<file path="config.mk">
export PLATFORM = sky130hd
export DESIGN_NAME = watchdog_downcounter
export DESIGN_NICKNAME = d
export VERILOG_FILES = /design/src/hdl/watchdog_pkg.sv /design/src/hdl/rc_tick_sync.sv /design/src/hdl/watchdog_downcounter.sv
export SDC_FILE = /design/constraint.sdc
export NUM_CORES = 1
export LEC_CHECK = 0
export BUFFER_PORTS_ARGS = -buffer_cell sky130_fd_sc_hd__buf_2
export CAP_MARGIN = 20
export CORE_MARGIN = 3
export CORE_UTILIZATION = 59
export DETAILED_ROUTE_END_ITERATION = 10
export PLACE_DENSITY = 0.85
export REMOVE_ABC_BUFFERS = 1
export SKIP_CTS_REPAIR_TIMING = 1
export SYNTH_ARGS = -nofsm -noshare
export SYNTH_HDL_FRONTEND = slang
export SYNTH_HIERARCHICAL = 1
export SYNTH_SLANG_ARGS = --single-unit
</file>
<file path="constraint.sdc">
create_clock -name CLK_IN -period 3.7 [get_ports CLK_IN]
set_input_delay 0.37 -clock CLK_IN [delete_from_list [all_inputs] [get_ports CLK_IN]]
set_output_delay 0.37 -clock CLK_IN [all_outputs]
set_load 0.005 [all_outputs]
</file>
<file path="src/hdl/watchdog_pkg.sv">
// watchdog downcounter constants: register indices, status layout, codes, reset values
// assumes an APB slave with 32-bit data and one aligned word per register
// Behaviour
// - counter runs on its own RC oscillator
// - only on or off; once on, never switches off
// - refresh or always-on option switches it on
// - 24-bit downcounter, reload from three bytes
// - period in ms is reload over ten
// - refresh ignored once count reached two
// - first switch-on loads reload, counts to zero
// - refresh reloads counter from reload value
// - debug mode refreshes continuously, no time-out
// - time-out at zero; option picks irq/reset
// - irq response: request plus time-out flag
// - after irq time-out roll to maximum
// - reset response, running: reset plus flag
// - reset response in stop: recovery, two flags
// - watchdog and oscillator run in stop default
// - 55,aa,81 disables in stop; 00 re-enables
// - unlock writes leave status bits unchanged
// - foreign write resets lock, blocks reload writes
// - reload byte reads return current count
// - control read clears upper four status bits
package watchdog_pkg;

    localparam int COUNT_W = 24;
    localparam int ADDR_W = 16;

    // printed offsets are not word multiples, so they are indices
    localparam logic [11:0] CTL_INDEX = 12'hff0;
    localparam logic [11:0] UPPER_INDEX = 12'hff1;
    localparam logic [11:0] HIGH_INDEX = 12'hff2;
    localparam logic [11:0] LOW_INDEX = 12'hff3;

    localparam logic [7:0] UNLOCK_FIRST = 8'h55;
    localparam logic [7:0] UNLOCK_SECOND = 8'haa;
    localparam logic [7:0] STOP_OFF_CODE = 8'h81;
    localparam logic [7:0] STOP_ON_CODE = 8'h00;

    localparam logic [23:0] RELOAD_RESET = 24'hffffff;
    localparam logic [23:0] COUNT_MAX = 24'hffffff;
    localparam logic [23:0] REFRESH_LIMIT = 24'h000002;
    localparam logic [23:0] MIN_RELOAD = 24'h000004;

    localparam int POR_BIT = 7;
    localparam int STOP_BIT = 6;
    localparam int TIMEOUT_BIT = 5;
    localparam int EXT_BIT = 4;
    localparam logic [7:0] STATUS_RESET = 8'h80;

    localparam int RC_TYPICAL_HZ = 10000;
    localparam int CLK_HZ = 100000000;
    localparam int RC_PERIOD_CYCLES = CLK_HZ / RC_TYPICAL_HZ;

    typedef enum logic [4:0] {
        LOCK_IDLE = 5'h01,
        LOCK_FIRST = 5'h02,
        LOCK_OPEN = 5'h04,
        LOCK_UPPER_DONE = 5'h08,
        LOCK_HIGH_DONE = 5'h10
    } lock_state_t;

    function automatic logic [ADDR_W-1:0] byte_addr(input logic [11:0] index);
        byte_addr = {2'b00, index, 2'b00};
    endfunction

endpackage

</file>
<file path="src/hdl/rc_tick_sync.sv">
// rising-edge detector for the free RC oscillator pin
// assumes the pin is asynchronous to CLK_IN and much slower than it
`timescale 1ns/1ps
module rc_tick_sync
    import watchdog_pkg::*;
(
    // clock and reset
    input wire logic clk_in,
    input wire logic reset_in,
    // oscillator pin and one-cycle tick
    input wire logic rc_osc_in,
    output logic tick_out
);

    typedef struct packed {
        logic meta;
        logic sync;
        logic last;
        logic tick;
    } sync_state_t;

    sync_state_t state_reg;
    sync_state_t state_next;

    // first stage feeds only the second stage
    always_comb begin
        state_next = state_reg;
        state_next.meta = rc_osc_in;
        state_next.sync = state_reg.meta;
        state_next.last = state_reg.sync;
        state_next.tick = state_reg.sync & ~state_reg.last;
    end

    always_ff @(posedge clk_in or posedge reset_in) begin
        if (reset_in) begin
            state_reg <= '0;
        end else begin
            state_reg <= state_next;
        end
    end

    assign tick_out = state_reg.tick;

endmodule

</file>
<file path="src/hdl/watchdog_downcounter.sv">
// watchdog downcounter with APB register access and write-sequence lock
// assumes option bits, stop and debug mode come from logic on CLK_IN;
// the RC oscillator arrives as a pin and is synchronised here
//
// Implementation choices: the register addresses and the APB interface to the registers.
`timescale 1ns/1ps
module watchdog_downcounter
    import watchdog_pkg::*;
(
    // clock and reset
    input wire logic CLK_IN,
    input wire logic RESET_IN,
    // apb slave
    input wire logic PSEL_IN,
    input wire logic PENABLE_IN,
    input wire logic PWRITE_IN,
    input wire logic [ADDR_W-1:0] PADDR_IN,
    input wire logic [31:0] PWDATA_IN,
    output logic [31:0] PRDATA_OUT,
    output logic PREADY_OUT,
    output logic PSLVERR_OUT,
    // oscillator
    input wire logic RC_OSC_IN,
    output logic RC_OSC_ENABLE_OUT,
    // core, option bits and modes
    input wire logic REFRESH_IN,
    input wire logic ALWAYS_ON_IN,
    input wire logic RESPONSE_RESET_IN,
    input wire logic STOP_MODE_IN,
    input wire logic DEBUG_MODE_IN,
    input wire logic EXT_RESET_SEEN_IN,
    // time-out responses
    output logic TIMEOUT_IRQ_OUT,
    output logic TIMEOUT_RESET_OUT,
    output logic STOP_RECOVERY_OUT
);

    typedef struct packed {
        logic enabled;
        logic [COUNT_W-1:0] count;
        logic [COUNT_W-1:0] reload;
        logic stop_disable;
        logic [7:0] status;
        lock_state_t lock;
        logic pready;
        logic pslverr;
        logic [31:0] prdata;
        logic irq;
        logic rst;
        logic recov;
        logic osc_en;
    } wd_state_t;

    wd_state_t state_reg;
    wd_state_t state_next;

    logic tick;
    logic [3:0] sel_setup;
    logic [3:0] sel_acc;
    logic acc;
    logic wr;
    logic rd_ctl;
    logic [7:0] wbyte;
    logic frozen;
    logic active;
    logic refresh_ok;
    logic timeout_ev;

    // one-hot: ctl, upper, high, low
    function automatic logic [3:0] decode(input logic [ADDR_W-1:0] addr);
        decode = 4'h0;
        if (addr == byte_addr(CTL_INDEX)) begin
            decode = 4'h1;
        end else if (addr == byte_addr(UPPER_INDEX)) begin
            decode = 4'h2;
        end else if (addr == byte_addr(HIGH_INDEX)) begin
            decode = 4'h4;
        end else if (addr == byte_addr(LOW_INDEX)) begin
            decode = 4'h8;
        end
    endfunction

    rc_tick_sync u_tick (
        .clk_in(CLK_IN),
        .reset_in(RESET_IN),
        .rc_osc_in(RC_OSC_IN),
        .tick_out(tick)
    );

    assign sel_setup = decode(PADDR_IN);
    assign sel_acc = decode(PADDR_IN);
    assign acc = PSEL_IN & PENABLE_IN & state_reg.pready;
    assign wr = acc & PWRITE_IN;
    assign rd_ctl = acc & ~PWRITE_IN & sel_acc[0];
    assign wbyte = PWDATA_IN[7:0];
    // the counter only halts when stop mode meets the stop-disable setting
    assign frozen = STOP_MODE_IN & state_reg.stop_disable;
    assign active = state_reg.enabled & ~frozen;
    // at or below two a refresh can no longer save it
    assign refresh_ok = REFRESH_IN & (state_reg.count > REFRESH_LIMIT);
    assign timeout_ev = active & ~DEBUG_MODE_IN & ~refresh_ok & tick
        & (state_reg.count == 24'h000001);

    always_comb begin
        state_next = state_reg;
        state_next.irq = 1'b0;
        state_next.rst = 1'b0;
        state_next.recov = 1'b0;
        state_next.osc_en = ~frozen;

        // counter
        if (!state_reg.enabled) begin
            if (REFRESH_IN || ALWAYS_ON_IN) begin
                state_next.enabled = 1'b1;
                state_next.count = state_reg.reload;
            end
        end else if (active) begin
            if (DEBUG_MODE_IN) begin
                state_next.count = state_reg.reload;
            end else if (refresh_ok) begin
                state_next.count = state_reg.reload;
            end else if (tick) begin
                if (state_reg.count == 24'h000000) begin
                    state_next.count = COUNT_MAX;
                end else begin
                    state_next.count = state_reg.count - 24'h000001;
                end
            end
        end

        // status: a read clears the upper nibble, events set after it so they win
        if (rd_ctl) begin
            state_next.status[7:4] = 4'h0;
        end
        if (EXT_RESET_SEEN_IN) begin
            state_next.status[EXT_BIT] = 1'b1;
        end
        if (timeout_ev) begin
            state_next.status[TIMEOUT_BIT] = 1'b1;
            if (!RESPONSE_RESET_IN) begin
                state_next.irq = 1'b1;
            end else if (STOP_MODE_IN) begin
                state_next.recov = 1'b1;
                state_next.status[STOP_BIT] = 1'b1;
                state_next.status[POR_BIT] = 1'b0;
            end else begin
                state_next.rst = 1'b1;
                state_next.status[STOP_BIT] = 1'b0;
                state_next.status[POR_BIT] = 1'b0;
            end
        end
        state_next.status[3:0] = 4'h0;

        // lock sequence; control writes never touch status
        if (wr) begin
            state_next.lock = LOCK_IDLE;
            case (state_reg.lock)
                LOCK_IDLE: begin
                    if (sel_acc[0] && wbyte == UNLOCK_FIRST) begin
                        state_next.lock = LOCK_FIRST;
                    end
                end
                LOCK_FIRST: begin
                    if (sel_acc[0] && wbyte == UNLOCK_SECOND) begin
                        state_next.lock = LOCK_OPEN;
                    end else if (sel_acc[0] && wbyte == UNLOCK_FIRST) begin
                        state_next.lock = LOCK_FIRST;
                    end
                end
                LOCK_OPEN: begin
                    if (sel_acc[0] && wbyte == STOP_OFF_CODE) begin
                        state_next.stop_disable = 1'b1;
                    end else if (sel_acc[0] && wbyte == STOP_ON_CODE) begin
                        state_next.stop_disable = 1'b0;
                    end else if (sel_acc[1]) begin
                        state_next.reload[23:16] = wbyte;
                        state_next.lock = LOCK_UPPER_DONE;
                    end else if (sel_acc[0] && wbyte == UNLOCK_FIRST) begin
                        state_next.lock = LOCK_FIRST;
                    end
                end
                LOCK_UPPER_DONE: begin
                    if (sel_acc[2]) begin
                        state_next.reload[15:8] = wbyte;
                        state_next.lock = LOCK_HIGH_DONE;
                    end else if (sel_acc[0] && wbyte == UNLOCK_FIRST) begin
                        state_next.lock = LOCK_FIRST;
                    end
                end
                LOCK_HIGH_DONE: begin
                    if (sel_acc[3]) begin
                        state_next.reload[7:0] = wbyte;
                    end else if (sel_acc[0] && wbyte == UNLOCK_FIRST) begin
                        state_next.lock = LOCK_FIRST;
                    end
                end
                default: begin
                    state_next.lock = LOCK_IDLE;
                end
            endcase
        end

        // apb: ready in the first access cycle, data prepared at setup
        state_next.pready = PSEL_IN & ~PENABLE_IN;
        state_next.pslverr = PSEL_IN & ~PENABLE_IN & (sel_setup == 4'h0);
        state_next.prdata = 32'h00000000;
        if (PSEL_IN && !PENABLE_IN && !PWRITE_IN) begin
            case (sel_setup)
                4'h1: state_next.prdata = {24'h000000, state_reg.status};
                4'h2: state_next.prdata = {24'h000000, state_reg.count[23:16]};
                4'h4: state_next.prdata = {24'h000000, state_reg.count[15:8]};
                4'h8: state_next.prdata = {24'h000000, state_reg.count[7:0]};
                default: state_next.prdata = 32'h00000000;
            endcase
        end
    end

    always_ff @(posedge CLK_IN or posedge RESET_IN) begin
        if (RESET_IN) begin
            state_reg.enabled <= 1'b0;
            state_reg.count <= RELOAD_RESET;
            state_reg.reload <= RELOAD_RESET;
            state_reg.stop_disable <= 1'b0;
            state_reg.status <= STATUS_RESET;
            state_reg.lock <= LOCK_IDLE;
            state_reg.pready <= 1'b0;
            state_reg.pslverr <= 1'b0;
            state_reg.prdata <= 32'h00000000;
            state_reg.irq <= 1'b0;
            state_reg.rst <= 1'b0;
            state_reg.recov <= 1'b0;
            state_reg.osc_en <= 1'b1;
        end else begin
            state_reg <= state_next;
        end
    end

    assign PRDATA_OUT = state_reg.prdata;
    assign PREADY_OUT = state_reg.pready;
    assign PSLVERR_OUT = state_reg.pslverr;
    assign RC_OSC_ENABLE_OUT = state_reg.osc_en;
    assign TIMEOUT_IRQ_OUT = state_reg.irq;
    assign TIMEOUT_RESET_OUT = state_reg.rst;
    assign STOP_RECOVERY_OUT = state_reg.recov;
endmodule

</file>
==> out/metrics.cfg <==
[die]
fp.dieH_um = 94.1
dieArea_um2 = 8850
top_level_ports = 98
die_x_um = 94.1
coreArea_um2 = 7370
rows = 31
start_util_pct = 62.1

[cts]
cts_tree = built
clk_pin_slew_worst_paths_ns = 0.08
root_buffer = clkbuf_8
clock_sinks = 77
cts_buffers = 9
h-tree-depth = 3
cts_buffer_depth = 2
worstSkewPairLatency_ns = 0.36

[detailed_routing]
ant_nets = 0
drc = 0
finalWirelength_um = 11300
initialDrtViolationCount = 534
wire_per_inst_um = 19.1
drtPass1Iterations = 5
viasPerCell = 6.44
vias = 3826

[setup_path]
reg2reg_to = state_reg[94]
startpoint_type = flip-flop
reg2regPathDepth = 6
r2r-start = state_reg[81]
crit_family = simple AND/OR/NAND/NOR gates
crit_chain = nor3_1 > nand4_2 > o31ai_4 > and2_1 > nand2_1 > a311o_1
crit_buf_inv = 0
arrival_ns = 3.05
critPathMaxFanout = 11
crit_type = flip-flop to flip-flop
critical_path.slowest_cell = o31ai_4
crit_required_ns = 3.98
end_kind = flip-flop
slowest_delay_ns = 0.56
r2r_slack_ns = 0.93

[sta]
rsz0062_at_grt = false
setup_viol = 0
finalClockSkew_ns = 0.0117
worst_slack_ns = 0.932
worst_pin_slew_ns = 0.884
hold_viol = 0
period_share_pct = 74.8
finalSetupTns_ns = 0
slew_headroom_pct = 40.9
min_period_ns = 2.77
drv_slew = 0
max_freq_mhz = 361

[global_route]
antenna_found_initial = 0
grt_usage_pct = 27.3
grt_pass1_vias = 3556
grt_pass1_wl_um = 18300
grt_start_max_net_pins = 35
overflow = 0

[job]
maxCapViolations = 0

[logic_synthesis]
syn_inst = 453
ys_seq_area_share_pct = 43.5
synth_edf_count = 0
synth_ff_type = dfstp_2
yosysTopAreaCell = dfstp_2
yosysWarnings = 6
yosysTopAreaCellShare_pct = 29.3
syn_area_um2 = 4570
ys_ff_latch = 77
async_flop_share_pct = 100
yosys-top-cells-area = dfstp_2, dfrtp_1, buf_4, mux2_2, nand2_1
synth.distinct_cells = 68
syn_area_per_cell_um2 = 10.1

[final_layout]
layout-drive-gt1-share_pct = 33.7
largest_reg_flops = 59
layout_common_cells = dfstp_2, buf_2, nand2_1
final_area_um2 = 4940
final_common_cell = dfstp_2
antenna_cells = 0
area_delta_synth_final_pct = 8.01
num-nets-final = 553

[placed_design]
place_area_um2 = 4740
portBuffers = 49
gp_congestion = 0.995
dpl.hpwl_um = 8270
place_ws_ns = 0.986

[min_path]
hold_path_class = primary input to flip-flop
hold_end = u_tick/state_next[2]
worstHoldPathCells = 1
hold_start = RC_OSC_IN

[status]
status = completed

[power]
pwr_density_cell_nw_per_um2 = 377
leakagePower_uw = 0.00217
ir_drop_mv = 0.199

==> worst register-to-register path: cells and delay by family, from the launching register on <==
family	cells	cell delay [ns]
AOI/OAI and AO/OA	2	0.92
and+or+nand+nor	4	1.37
DFF	1	0.41
==> cell type report <==
class                           count  area [µm²]
Fill cell                         602        2430
Multi-Input combinational cell    340        2310
Sequential cell                    77        1990
Timing Repair Buffer               54         298
Clock buffer                       12         145
Tap cell                           99         124
Clock inverter                      4        47.5
Inverter                            8        30.0
==> logic make-up after synthesis <==
logic type | count (synthesis) | share of synthesized area (%)
AO/OA/AOI/OAI | 92 | 14.1
buffers and inverters | 59 | 7.96
AND/OR/NAND/NOR | 180 | 22.5
adder cells (fa/ha/maj) | 3 | 0.821
flip-flops | 77 | 43.5
XOR/XNOR | 12 | 2.30
multiplexers | 29 | 8.70
other | 1 | 0.0820
==> metal layers <==
metal  routed length (µm)  vias up  track usage, %  share of wire, %
li1                     -     1700               -                 -
met1                 4590     1888            37.6                41
met5                    0        -               0                 0
met3                 1070       31            6.33               9.4
met4                  374        0            12.0               3.3
met2                 5300      207            41.3                47
==> cells in the mapped netlist, drive strengths merged, types with 3 or more instances <==
cell and n:
o211ai 8, a31oi 5, dfrtp 26, nand3 27, or4 3, a21oi 18, nand4 10, and2 3
nand2 42, mux2 25, a22oi 10, nor2b 4, inv 8, o221ai 7, xor2 8, a21o 3
o22ai 4, or3 7, ha 3, nor4 14, nand3b 4, mux4 4, or2 3, xnor2 4
o21ai 16, buf 41, nor3 15, clkbuf 10, nor2 29, and3 10, a2bb2oi 4, dfstp 51
==> power by group <==
part | total (µW) | switching, µW | internal [µW] | leakage, µW
Clock | 627 | 299 | 328 | 0.0000964
Sequential | 945 | 52.7 | 892 | 0.000870
Combinational | 292 | 177 | 115 | 0.00120
==> how the worst max path moves through the flow <==
| stage | to | start | cells after the start | slack (ns) |
|---|---|---|---|---|
| final | state_reg[94] | state_reg[81] | 6 | 0.93 |
| after floorplan | state_reg[94] | state_reg[81] | 6 | 1.10 |
| after detailed placement | state_reg[94] | state_reg[81] | 6 | 0.99 |
| after global routing | state_reg[88] | state_reg[81] | 6 | 0.75 |
| after global placement | state_reg[94] | state_reg[81] | 6 | 1.01 |
| after CTS | state_reg[94] | state_reg[81] | 6 | 0.98 |
==> per-stage QoR <==
stage	power (µW)	hold WS (ns)	std cells	utilization, %
finish	1860	0.126	594	67.0
global route	1950	0.114	594	67.0
CTS	1870	-0.109	593	66.9
detailed placement	1240	0.274	577	64.3
global placement	1230	0.261	576	64.0
floorplan	1140	0.136	425	-
Power figures use the tool's default switching activity.
